## config.mk

```make
export PLATFORM = sky130hd
export DESIGN_NAME = wdt_top
export DESIGN_NICKNAME = d
export VERILOG_FILES = /design/src/wdt_pkg.sv /design/src/wdt_slow_tick.sv /design/src/wdt_top.sv
export VERILOG_INCLUDE_DIRS = /design/src /design/src/src
export SDC_FILE = /design/constraint.sdc
export NUM_CORES = 1
export LEC_CHECK = 0
export BUFFER_PORTS_ARGS = -buffer_cell sky130_fd_sc_hd__buf_2
export CAP_MARGIN = 20
export CORE_ASPECT_RATIO = 1.75
export CORE_MARGIN = 5
export CORE_UTILIZATION = 60
export CTS_BUF_LIST = sky130_fd_sc_hd__clkbuf_8
export DETAILED_ROUTE_END_ITERATION = 10
export PLACE_DENSITY = 0.86
export SYNTH_ARGS = -nofsm -noshare
export SYNTH_HDL_FRONTEND = slang
export SYNTH_HIERARCHICAL = 1
export SYNTH_SLANG_ARGS = --single-unit
```

## constraint.sdc

```tcl
create_clock -name REF_CLK -period 3.86 [get_ports REF_CLK]
set_input_delay 0.772 -clock REF_CLK [delete_from_list [all_inputs] [get_ports REF_CLK]]
set_output_delay 0.772 -clock REF_CLK [all_outputs]
set_load 0.01 [all_outputs]
```

## src/wdt_defines.svh

```systemverilog
// register offsets, field positions, reset values and timing counts for the watchdog
`ifndef WDT_DEFINES_SVH
`define WDT_DEFINES_SVH
`define ADDR_WATCHDOG_CONTROL   4'h0
`define ADDR_RESET_CAUSE_FLAGS  4'h4
`define ADDR_SLEEP_CONTROL      4'h8
`define ADDR_WATCHDOG_STATUS    4'hC
`define WATCHDOG_CONTROL_RESET              8'h53
`define GEN_MSB                 7
`define GEN_LSB                 3
`define PSEL_MSB                2
`define PSEL_LSB                0
`define GEN_DISABLE             5'h15
`define GEN_ENABLE              5'h0A
`define FAULT_BIT               0
`define FAULT_DELAY_EDGES       2'h2
`define CNT_W                   19
`define RESP_OKAY               2'h0
`define RESP_SLVERR             2'h2
`define SLOW_DIV_DEFAULT        6104
`define RC_DIV_DEFAULT          6250
`endif

```

## src/wdt_pkg.sv

```systemverilog
// types shared by the watchdog design files
package wdt_pkg;
  // sleep state of the core as seen by the watchdog, gray ordered
  typedef enum logic [1:0]
  {
    PM_RUN   = 2'b00,
    PM_IDLE  = 2'b01,
    PM_LIGHT = 2'b11,
    PM_DEEP  = 2'b10
  } pm_state_t;
endpackage

```

## src/wdt_slow_tick.sv

```systemverilog
// slow clock enable generator: divides the fast clock down to two slow sources, the crystal one only when selected
`timescale 1ns/1ps
`default_nettype none
`include "wdt_defines.svh"
module wdt_slow_tick
#(
  parameter int XTAL_DIV = `SLOW_DIV_DEFAULT,
  parameter int RC_DIV   = `RC_DIV_DEFAULT
)
(
  input  wire logic clk,
  input  wire logic rst_n,
  input  wire logic src_sel_xtal,
  output logic      xtal_tick,
  output logic      rc_tick
);
  logic [15:0] xtal_cnt_r;   // crystal divider
  logic [15:0] rc_cnt_r;     // rc divider, always runs for the fault delay
  wire         xtal_end = (xtal_cnt_r == 16'(XTAL_DIV - 1));
  wire         rc_end   = (rc_cnt_r == 16'(RC_DIV - 1));

  // free-running dividers; the crystal one idles when not chosen to save toggling
  always_ff @(posedge clk)
  begin
    if (!rst_n)
    begin
      xtal_cnt_r <= 16'h0000;
      rc_cnt_r   <= 16'h0000;
      xtal_tick  <= 1'b0;
      rc_tick    <= 1'b0;
    end
    else
    begin
      xtal_cnt_r <= (xtal_end || !src_sel_xtal) ? 16'h0000 : xtal_cnt_r + 16'h0001;
      rc_cnt_r   <= rc_end ? 16'h0000 : rc_cnt_r + 16'h0001;
      xtal_tick  <= xtal_end && src_sel_xtal;
      rc_tick    <= rc_end;
    end
  end
endmodule
`default_nettype wire

```

## src/wdt_top.sv

```systemverilog
// watchdog timer with guarded enable field, reset request logic and axi4-lite registers
//
// Chosen here: the register offsets and the AXI4-Lite register port.
`timescale 1ns/1ps
`default_nettype none
`include "wdt_defines.svh"
// register map, one 32-bit word per register, byte addresses
//   0x0 watchdog_control: enable code [7:3], period code [2:0]
//   0x4 reset_cause_flags: fault flag [0], writing 0 clears it
//   0x8 not decoded: zero data and an error response
//   0xC status, read only: count [18:0], expiry [19], enabled [20],
//       power state [22:21]
// the control register is reloaded only by RESET_N; the reset requests
// raised here leave it alone, so a bad code keeps asking for resets
// every rc tick until software writes a legal code again
// the core is expected to act on DEVICE_RESET_REQ and PC_SP_RESET;
// this block does not reset itself from them
// the slow rates are enables from one divider module, not clocks, so the
// whole block stays in the REF_CLK domain and needs no synchronisers
// limitation: the bad-code delay is measured in rc ticks even when the
//   crystal drives the count, since the rc source always runs
module wdt_top
  import wdt_pkg::*;
#(
  parameter int XTAL_DIV = `SLOW_DIV_DEFAULT,  // 200 MHz / 32.768 kHz
  parameter int RC_DIV   = `RC_DIV_DEFAULT     // 200 MHz / 32 kHz
)
(
  input  wire logic        REF_CLK,
  input  wire logic        RESET_N,
  input  wire logic        SLOW_SRC_XTAL,      // configuration option, held static
  input  wire logic        CLEAR_WDT_INSN,     // one-cycle pulse from the core
  input  wire logic        HALT_INSN,          // one-cycle pulse from the core
  input  wire logic        HALT_DEEP,          // qualifies halt: deepest sleep
  input  wire logic        HALT_IDLE,          // qualifies halt: idle rather than light sleep
  input  wire logic        WAKE,               // core leaves sleep or idle
  output logic             DEVICE_RESET_REQ,
  output logic             PC_SP_RESET,
  output logic             EXPIRY_FLAG,
  input  wire logic [3:0]  S_AXI_AWADDR,
  input  wire logic        S_AXI_AWVALID,
  output logic             S_AXI_AWREADY,
  input  wire logic [31:0] S_AXI_WDATA,
  input  wire logic [3:0]  S_AXI_WSTRB,
  input  wire logic        S_AXI_WVALID,
  output logic             S_AXI_WREADY,
  output logic [1:0]       S_AXI_BRESP,
  output logic             S_AXI_BVALID,
  input  wire logic        S_AXI_BREADY,
  input  wire logic [3:0]  S_AXI_ARADDR,
  input  wire logic        S_AXI_ARVALID,
  output logic             S_AXI_ARREADY,
  output logic [31:0]      S_AXI_RDATA,
  output logic [1:0]       S_AXI_RRESP,
  output logic             S_AXI_RVALID,
  input  wire logic        S_AXI_RREADY
);
  logic [7:0]         watchdog_control_r;          // watchdog_control register
  logic               fault_r;         // watchdog_ctrl_fault_flag
  logic               expiry_r;        // expiry_flag
  logic [`CNT_W-1:0]  cnt_r;           // slow tick counter
  pm_state_t          pm_r;            // core power state
  logic [1:0]         fault_cnt_r;     // rc edges seen since bad code
  logic               rst_req_r;       // full reset request
  logic               pcsp_r;          // partial reset pulse
  logic               aw_hold_r;       // write address latched
  logic               w_hold_r;        // write data latched
  logic [3:0]         awaddr_r;
  logic [31:0]        wdata_r;
  logic [3:0]         wstrb_r;
  logic               bvalid_r;
  logic [1:0]         bresp_r;
  logic               rvalid_r;
  logic [31:0]        rdata_r;
  logic [1:0]         rresp_r;
  logic               xtal_tick;
  logic               rc_tick;

  // slow clock enables from one divider module; both rates are single-cycle
  // pulses in the REF_CLK domain
  wdt_slow_tick #(.XTAL_DIV(XTAL_DIV), .RC_DIV(RC_DIV)) u_tick
  (
    .clk          (REF_CLK),
    .rst_n        (RESET_N),
    .src_sel_xtal (SLOW_SRC_XTAL),
    .xtal_tick    (xtal_tick),
    .rc_tick      (rc_tick)
  );

  // field decode; anything but the two legal enable codes counts as bad
  // the slow source follows the static configuration pin
  wire [4:0] gen_field  = watchdog_control_r[`GEN_MSB:`GEN_LSB];
  wire [2:0] psel_field = watchdog_control_r[`PSEL_MSB:`PSEL_LSB];
  wire       wdt_on     = (gen_field == `GEN_ENABLE);
  wire       gen_bad    = !wdt_on && (gen_field != `GEN_DISABLE);
  wire       slow_tick  = SLOW_SRC_XTAL ? xtal_tick : rc_tick;
  wire       counting   = wdt_on && (pm_r != PM_DEEP);

  // period code to overflow bit position; the steps are uneven, two bits
  // apart for the short periods and one bit apart from code 100 on
  function automatic logic [4:0] period_bit(input logic [2:0] code);
    case (code)
      3'h0:    period_bit = 5'h08;
      3'h1:    period_bit = 5'h0A;
      3'h2:    period_bit = 5'h0C;
      3'h3:    period_bit = 5'h0E;
      3'h4:    period_bit = 5'h0F;
      3'h5:    period_bit = 5'h10;
      3'h6:    period_bit = 5'h11;
      default: period_bit = 5'h12;
    endcase
  endfunction

  wire [`CNT_W-1:0] limit    = `CNT_W'(1) << period_bit(psel_field);
  wire [`CNT_W-1:0] cnt_inc  = cnt_r + `CNT_W'(1);
  wire              overflow = counting && slow_tick && (cnt_inc == limit);
  wire              halt_clr = HALT_INSN && (pm_r == PM_RUN);
  // an invalid code clears the counter too, since it is the start of a reset
  wire              cnt_clr  = CLEAR_WDT_INSN || halt_clr || gen_bad;

  // sleep state entered by a halt: deep wins over idle, light is what is left
  // the qualifiers are only looked at on the halt edge itself
  pm_state_t        halt_state;
  assign halt_state = HALT_DEEP ? PM_DEEP : (HALT_IDLE ? PM_IDLE : PM_LIGHT);

  // bus handshake decode; a half that arrives alone is parked in a holding
  // register, and the write happens on the edge that sees both halves
  // only the low byte lane carries register bits, so wstrb[0] gates writes
  wire aw_ok   = aw_hold_r || S_AXI_AWVALID;
  wire w_ok    = w_hold_r || S_AXI_WVALID;
  wire wr_go   = aw_ok && w_ok && !bvalid_r;
  wire [3:0]  wr_addr = aw_hold_r ? awaddr_r : S_AXI_AWADDR;
  wire [31:0] wr_data = w_hold_r ? wdata_r : S_AXI_WDATA;
  wire [3:0]  wr_strb = w_hold_r ? wstrb_r : S_AXI_WSTRB;
  wire wr_ctl  = wr_go && (wr_addr == `ADDR_WATCHDOG_CONTROL) && wr_strb[0];
  wire wr_flg  = wr_go && (wr_addr == `ADDR_RESET_CAUSE_FLAGS) && wr_strb[0];
  wire wr_map  = (wr_addr == `ADDR_WATCHDOG_CONTROL) || (wr_addr == `ADDR_RESET_CAUSE_FLAGS) ||
                 (wr_addr == `ADDR_WATCHDOG_STATUS);
  wire rd_go   = S_AXI_ARVALID && !rvalid_r;
  wire fault_set = gen_bad && rc_tick && (fault_cnt_r == `FAULT_DELAY_EDGES);

  assign S_AXI_AWREADY = !aw_hold_r && !bvalid_r;
  assign S_AXI_WREADY  = !w_hold_r && !bvalid_r;
  assign S_AXI_ARREADY = !rvalid_r;
  assign S_AXI_BVALID  = bvalid_r;
  assign S_AXI_BRESP   = bresp_r;
  assign S_AXI_RVALID  = rvalid_r;
  assign S_AXI_RDATA   = rdata_r;
  assign S_AXI_RRESP   = rresp_r;
  assign DEVICE_RESET_REQ = rst_req_r;
  assign PC_SP_RESET   = pcsp_r;
  assign EXPIRY_FLAG   = expiry_r;

  // control register; the core's own reset does not touch these, only RESET_N
  // a write with the low strobe clear leaves it as it was
  always_ff @(posedge REF_CLK)
  begin
    if (!RESET_N)
      watchdog_control_r <= `WATCHDOG_CONTROL_RESET;
    else if (wr_ctl)
      watchdog_control_r <= wr_data[7:0];
  end

  // fault flag: hardware set beats a simultaneous software clear
  // writing 1 to the flag has no effect; only a zero clears it
  always_ff @(posedge REF_CLK)
  begin
    if (!RESET_N)
      fault_r <= 1'b0;
    else if (fault_set)
      fault_r <= 1'b1;
    else if (wr_flg && !wr_data[`FAULT_BIT])
      fault_r <= 1'b0;
  end

  // bad-code delay: reset on the third rc tick after the code turns bad,
  // which lands two to three rc periods later depending on divider phase
  // the count saturates, so a code left bad asks again on every tick
  always_ff @(posedge REF_CLK)
  begin
    if (!RESET_N || !gen_bad)
      fault_cnt_r <= 2'h0;
    else if (rc_tick && fault_cnt_r != `FAULT_DELAY_EDGES)
      fault_cnt_r <= fault_cnt_r + 2'h1;
  end

  // counter with clear priority over counting; a clear and a slow tick on the
  // same edge leave it at zero, so a clear always buys a full period
  // overflow restarts it from zero in the same edge
  always_ff @(posedge REF_CLK)
  begin
    if (!RESET_N || cnt_clr || overflow || (HALT_INSN && pm_r == PM_RUN))
      cnt_r <= '0;
    else if (counting && slow_tick)
      cnt_r <= cnt_inc;
  end

  // power state tracking; halt with the deep qualifier stops the count
  // a halt while already asleep is ignored, and an overflow asleep wakes
  always_ff @(posedge REF_CLK)
  begin
    if (!RESET_N)
      pm_r <= PM_RUN;
    else if (halt_clr)
      pm_r <= halt_state;
    else if (WAKE || (overflow && pm_r != PM_RUN))
      pm_r <= PM_RUN;
    else
      pm_r <= pm_r;
  end

  // reset requests: a bad enable code or a running overflow asks for a full reset,
  // an overflow while asleep only restarts the program counter and stack pointer
  always_ff @(posedge REF_CLK)
  begin
    if (!RESET_N)
    begin
      rst_req_r <= 1'b0;
      pcsp_r    <= 1'b0;
    end
    else
    begin
      rst_req_r <= fault_set || (overflow && pm_r == PM_RUN);
      pcsp_r    <= overflow && pm_r != PM_RUN;
    end
  end

  // expiry flag: an overflow sets it, a halt from run clears it; set wins a tie
  // so a timeout that lands on the halt edge is never lost
  always_ff @(posedge REF_CLK)
  begin
    if (!RESET_N)
      expiry_r <= 1'b0;
    else if (overflow)
      expiry_r <= 1'b1;
    else if (halt_clr)
      expiry_r <= 1'b0;
  end

  // write address holding register: kept when the address comes before its data
  always_ff @(posedge REF_CLK)
  begin
    if (!RESET_N)
    begin
      aw_hold_r <= 1'b0;
      awaddr_r  <= 4'h0;
    end
    else if (wr_go)
      aw_hold_r <= 1'b0;
    else if (S_AXI_AWVALID && S_AXI_AWREADY)
    begin
      aw_hold_r <= 1'b1;
      awaddr_r  <= S_AXI_AWADDR;
    end
  end

  // write data holding register: kept when the data come before their address
  always_ff @(posedge REF_CLK)
  begin
    if (!RESET_N)
    begin
      w_hold_r <= 1'b0;
      wdata_r  <= 32'h0000_0000;
      wstrb_r  <= 4'h0;
    end
    else if (wr_go)
      w_hold_r <= 1'b0;
    else if (S_AXI_WVALID && S_AXI_WREADY)
    begin
      w_hold_r <= 1'b1;
      wdata_r  <= S_AXI_WDATA;
      wstrb_r  <= S_AXI_WSTRB;
    end
  end

  // write response: raised the edge after both halves are in, held until bready
  // the status word accepts a write and ignores it, only undecoded offsets are refused
  always_ff @(posedge REF_CLK)
  begin
    if (!RESET_N)
    begin
      bvalid_r <= 1'b0;
      bresp_r  <= `RESP_OKAY;
    end
    else if (wr_go)
    begin
      bvalid_r <= 1'b1;
      bresp_r  <= wr_map ? `RESP_OKAY : `RESP_SLVERR;
    end
    else if (S_AXI_BREADY)
      bvalid_r <= 1'b0;
  end

  // read word selection; undecoded offsets read as zero with an error response
  wire        rd_ctl   = (S_AXI_ARADDR == `ADDR_WATCHDOG_CONTROL);
  wire        rd_flg   = (S_AXI_ARADDR == `ADDR_RESET_CAUSE_FLAGS);
  wire        rd_sts   = (S_AXI_ARADDR == `ADDR_WATCHDOG_STATUS);
  wire        rd_map   = rd_ctl || rd_flg || rd_sts;
  wire [31:0] ctl_word = {24'h000000, watchdog_control_r};
  wire [31:0] flg_word = {31'h0, fault_r};
  wire [31:0] sts_word = {9'h000, pm_r, wdt_on, expiry_r, cnt_r};
  wire [31:0] rd_word  = rd_ctl ? ctl_word : (rd_flg ? flg_word : (rd_sts ? sts_word : 32'h0000_0000));

  // read data register: loaded with the address, so the word is a snapshot of that edge
  always_ff @(posedge REF_CLK)
  begin
    if (!RESET_N)
    begin
      rdata_r <= 32'h0000_0000;
      rresp_r <= `RESP_OKAY;
    end
    else if (rd_go)
    begin
      rdata_r <= rd_word;
      rresp_r <= rd_map ? `RESP_OKAY : `RESP_SLVERR;
    end
  end

  // read valid: one cycle after the address, held until rready
  always_ff @(posedge REF_CLK)
  begin
    if (!RESET_N)
      rvalid_r <= 1'b0;
    else if (rd_go)
      rvalid_r <= 1'b1;
    else if (S_AXI_RREADY)
      rvalid_r <= 1'b0;
  end
endmodule
`default_nettype wire

```

* Yosys cells after proc, flatten, opt, wreduce, memory -nomap -nowiden
Index checks and enable logic that the tools add are counted.
Storage, ports and cells: word-level logic and storage cells 131, output and inout bits 44, input bits 57, register bits 122
Cells by class: multiplexer cells 22, bitwise operators 2, $add $sub $neg 4, reductions and logical operators 62, shift operators 1, equality and inequality tests 18
Operators with widths (number):
- 23-bit two-way mux | 3
- 5-bit one-hot mux with 7 select lines | 1
- 16-bit by 1-bit adder with 16-bit output (second input constant) | 2
- 16-bit by 13-bit equality test with 1-bit output (second input constant) | 2
- 1-bit logical AND | 23
- 19-bit by 1-bit adder with 19-bit output (second input constant) | 1
- 19-bit equality test | 1
- 1-bit by 5-bit left shift with 19-bit output (first input constant) | 1
- 1-bit logical OR | 15
- 2-bit two-way mux | 6
- 2-bit nonzero test | 6
- 1-bit two-way mux | 10
- 3-bit equality test (second input constant) | 3
- 1-bit zero test | 9
- 4-bit by 3-bit equality test with 1-bit output (second input constant) | 2
- 4-bit equality test (second input constant) | 2
- 4-bit zero test | 2
- 8-bit two-way mux | 1
- 3-bit by 2-bit equality test with 1-bit output (second input constant) | 2
- 2-bit OR reduction | 3
- 5-bit by 4-bit equality test with 1-bit output (second input constant) | 1
- 5-bit inequality test (second input constant) | 1
- 4-bit two-way mux | 1
- 2-bit inequality test (second input constant) | 2
- 7 further kinds | 9

* Longest topological paths before layout
depth after elaboration 9, gate-level depth with buffers 10, mapped depth without buffers 7

* By module
The synthesis kept the hierarchy.
Modules (own cells, without submodules):
- wdt_top | times used 1, area an instance 4042.6 sq um, cells each 454
- wdt_slow_tick | times used 1, area an instance 1495.2 sq um, cells each 166

* Worst setup path after synthesis
OpenSTA, ideal clock, no wires.
kind flip-flop to flip-flop, from reg cnt_r[0], to reg cnt_r[10], clock period less this slack 2.377 ns, data arrival time 2.242 ns, slack 1.483 ns, cell stages (with the launch flop) 10, cell sequence dfxtp_1 -> ha_1 -> and3_1 -> dlygate4sd2_1 -> nand4_1 -> xnor2_1 -> a2111oi_0 -> and4_1 -> buf_4 -> a211oi_1
Between the ends: word-level cells in the longest chain between the ends 5
Ends and longest elaborated chain:
- start, declared | line wdt_top.sv:61 | logic [`CNT_W-1:0] cnt_r;
- start signal, assigned | line wdt_top.sv:195 | cnt_r <= cnt_inc;
- 19-bit by 1-bit adder with 19-bit output * | line wdt_top.sv:115 | wire [`CNT_W-1:0] cnt_inc = cnt_r + `CNT_W'(1);
- 19-bit equality test | line wdt_top.sv:116 | wire overflow = counting && slow_tick && (cnt_inc == limit);
- 1-bit logical AND | line wdt_top.sv:116
- 1-bit logical OR (2 in a row) | line wdt_top.sv:192 | if (!RESET_N || cnt_clr || overflow || (HALT_INSN && pm_r == PM_RUN))
Every way passes the cells marked *; elsewhere a longest branch is shown, timed or not. A chain may end at the register's enable or synchronous reset.

* Worst setup path in the final report
Ends and elaborated chain as after synthesis.

==> reports/qor.yml <==
run_status:
  status: "complete, no violations"
drt:
  drtAntennaViolNets: 0
  drtPass1Iterations: 7
  drtIter0Drc: 560
  vias: 4835
  routed_wl_um: 13680
  drc_errors: 0
  routed_via_density: 6.199
  wire_per_inst_um: 17.54
yosys:
  synth_top_cell_by_area: "dfxtp_1"
  synth_cell_type_count: 72
  synthTopCellsByArea: "dfxtp_1 40%, nor2_1 7.3%, xnor2_1 5.2%"
  synth.top_cell.area_share: 0.4013
  synth.avg_cell_area_um2: 8.932
  synth_edf_count: 0
  async_flop_share: 0
  synth.ff_latch_count: 111
  yosysSeqAreaShare: 0.4013
  ys_warn_count: 6
  syn_inst: 620
  synth-main-ff-cell: "dfxtp_1"
  synth_area_um2: 5538
critical_path:
  r2r_slack_ns: 0.74
  required_ns: 4.08
  end_kind: "flip-flop"
  arrival_ns: 3.34
  criticalPathCategory: "reg2reg"
  crit_fanout: 12
  critPathLaunchType: "flip-flop"
clocking:
  cts.path.max_buffers: 2
  cts_num_sinks: 111
  hold_buffers: 0
  post_cts_buffers: 0
  cts_buffers: 9
  path_clk_slew_ns: 0.11
  ctsResizeCount: 0
  clock_latency_ns: 0.38
  htreeDepth: 3
  cts_root_buf: "clkbuf_8"
  cts_tree: "yes"
timing:
  hold_ws_ns: 0.4790
  tns_ns: 0
  tightest_slew_ns: 0.8686
  fmax_mhz: 321.0
  relSlewSlack: 0.4165
  fin_skew_ns: 0.01746
  setup_violations: 0
  layout_worst_path_cycle_share: 0.8072
  maxSlewViolCount: 0
  fin_crit_ns: 3.116
  hold_viol_final: 0
  rsz0062_at_grt: "false"
finish:
  final_cell_mix: "111 x dfxtp_1, 107 x nor2_1, 62 x buf_2"
  drive_above_1_share: 0.1515
  multi_input_area_um2: 3012
  nFillCells: 726
  fin_cells: 780
  final-seq-area_um2: 2222
  design_area_um2: 5948
  syn_to_final_growth_pct: 7.411
  insertedDiodeCount: 0
  layout_commonest_cell: "dfxtp_1"
  finalNetCount: 718
power_and_ir_drop:
  p_leak_nw: 2.297
  p_total_mw: 2.030
  ir_drop_uv: 281.6
  powerDensity_nw_per_um2: 341.3
global_routing:
  grt_pass1_vias: 4802
  gr-usage-all-layers: 0.2493
  antenna_found_initial: 0
  grt_max_degree: 47
  grt_pass1_wl_um: 21840
  grt_overflow: 0
die:
  ios: 101
  num_rows: 46
  die_area_um2: 11330
  die_h_um: 137.1
  initial_utilization: 0.6128
  core_area_um2: 9036
  dieWidth_um: 82.63
run:
  drv_cap: 0
placed_design:
  postPlaceCellArea_um2: 5758
  hpwl_um: 10060
  dpl.cell_count: 764
  port_buffers: 62
  place_congestion: 0.9608
min_path:
  min_path_type: "reg2reg"
final timing paths:
check / cells past startpoint / startpoint / to
max reg2reg: 7 / cnt_r[0]$_SDFFE_PP0P_ / cnt_r[10]$_SDFFE_PP0P_
min: 1 / u_tick/xtal_cnt_r[0]$_SDFF_PP0_ / u_tick/xtal_cnt_r[0]$_SDFF_PP0_
max: 7 / cnt_r[0]$_SDFFE_PP0P_ / cnt_r[10]$_SDFFE_PP0P_
min reg2reg: 1 / u_tick/xtal_cnt_r[0]$_SDFF_PP0_ / u_tick/xtal_cnt_r[0]$_SDFF_PP0_
Yosys cell counts, drive strengths merged (6+ instances only):
| cell type | count |
|---|---|
| dfxtp | 111 |
| nor2 | 107 |
| nand2 | 34 |
| xnor2 | 33 |
| buf | 28 |
| mux2i | 25 |
| nand3 | 25 |
| xor2 | 25 |
| clkbuf | 21 |
| nand4 | 21 |
| a22oi | 15 |
| nor3 | 15 |
| a211oi | 14 |
| a21oi | 13 |
| inv | 13 |
| nor4 | 10 |
| a222oi | 7 |
| and4 | 6 |
| ha | 6 |
| mux2 | 6 |
| o21ai | 6 |
worst max-delay path, cell delays in order (launching register included):
cell	delay, ns
dfxtp_1	0.49
ha_1	0.30
nand3_1	0.24
nor2_1	0.43
o22ai_1	0.12
a2111oi_0	0.60
and4_1	0.62
a211oi_1	0.16
stage by stage:
stage	util	setup WS (ns)
finish	0.6583	0.7443
global route	0.6583	0.5689
CTS	0.6583	0.8836
detailed placement	0.6372	0.9228
floorplan	-	1.483
global placement	0.6372	0.9756
where the power goes:
group          switching (mW)  internal (mW)  total [mW]
combinational          0.0982         0.0614       0.160
clock                   0.383          0.297       0.680
sequential             0.0250           1.16        1.19
cells by family (layout without fill, tap and decap cells):
kind of cell / Yosys count / after routing / share of synthesized area
AO/OA/AOI/OAI: 90 / 90 / 0.1261
adder cells (fa/ha/maj): 6 / 6 / 0.01356
multiplexers: 31 / 31 / 0.05739
other: 1 / 11 / 0.0006772
XOR/XNOR: 60 / 60 / 0.09986
buffers and inverters: 63 / 93 / 0.06168
flip-flops: 111 / 111 / 0.4013
AND/OR/NAND/NOR: 258 / 258 / 0.2395
area by class of cell:
class | instances | share of cell area
timing repair buffer | 64 | 0.05469
clock buffer | 9 | 0.02082
tap | 120 | 0.02524
inverter | 13 | 0.008204
clock inverter | 7 | 0.01115
sequential | 111 | 0.3736
multi-input combinational | 456 | 0.5063
metal layers:
layer / GRT usage / wire length [µm] / vias up / part of all wire
met5: 0 / 0 / - / 0
met4: 0.1700 / 734 / 0 / 0.054
met3: 0.04545 / 679 / 61 / 0.050
met2: 0.4504 / 7532 / 200 / 0.55
met1: 0.2476 / 4738 / 2308 / 0.35
li1: - / - / 2266 / -
registers in the layout, summed over array words and instances (netlist names), 2 cells and up:
name / cells
S_AXI_RDATA: 23
cnt_r: 19
u_tick/rc_cnt_r: 16
u_tick/xtal_cnt_r: 16
watchdog_control_r: 8
wdata_r: 8
awaddr_r: 4
fault_cnt_r: 2
pm_r: 2
Power figures use the tool's default switching activity.
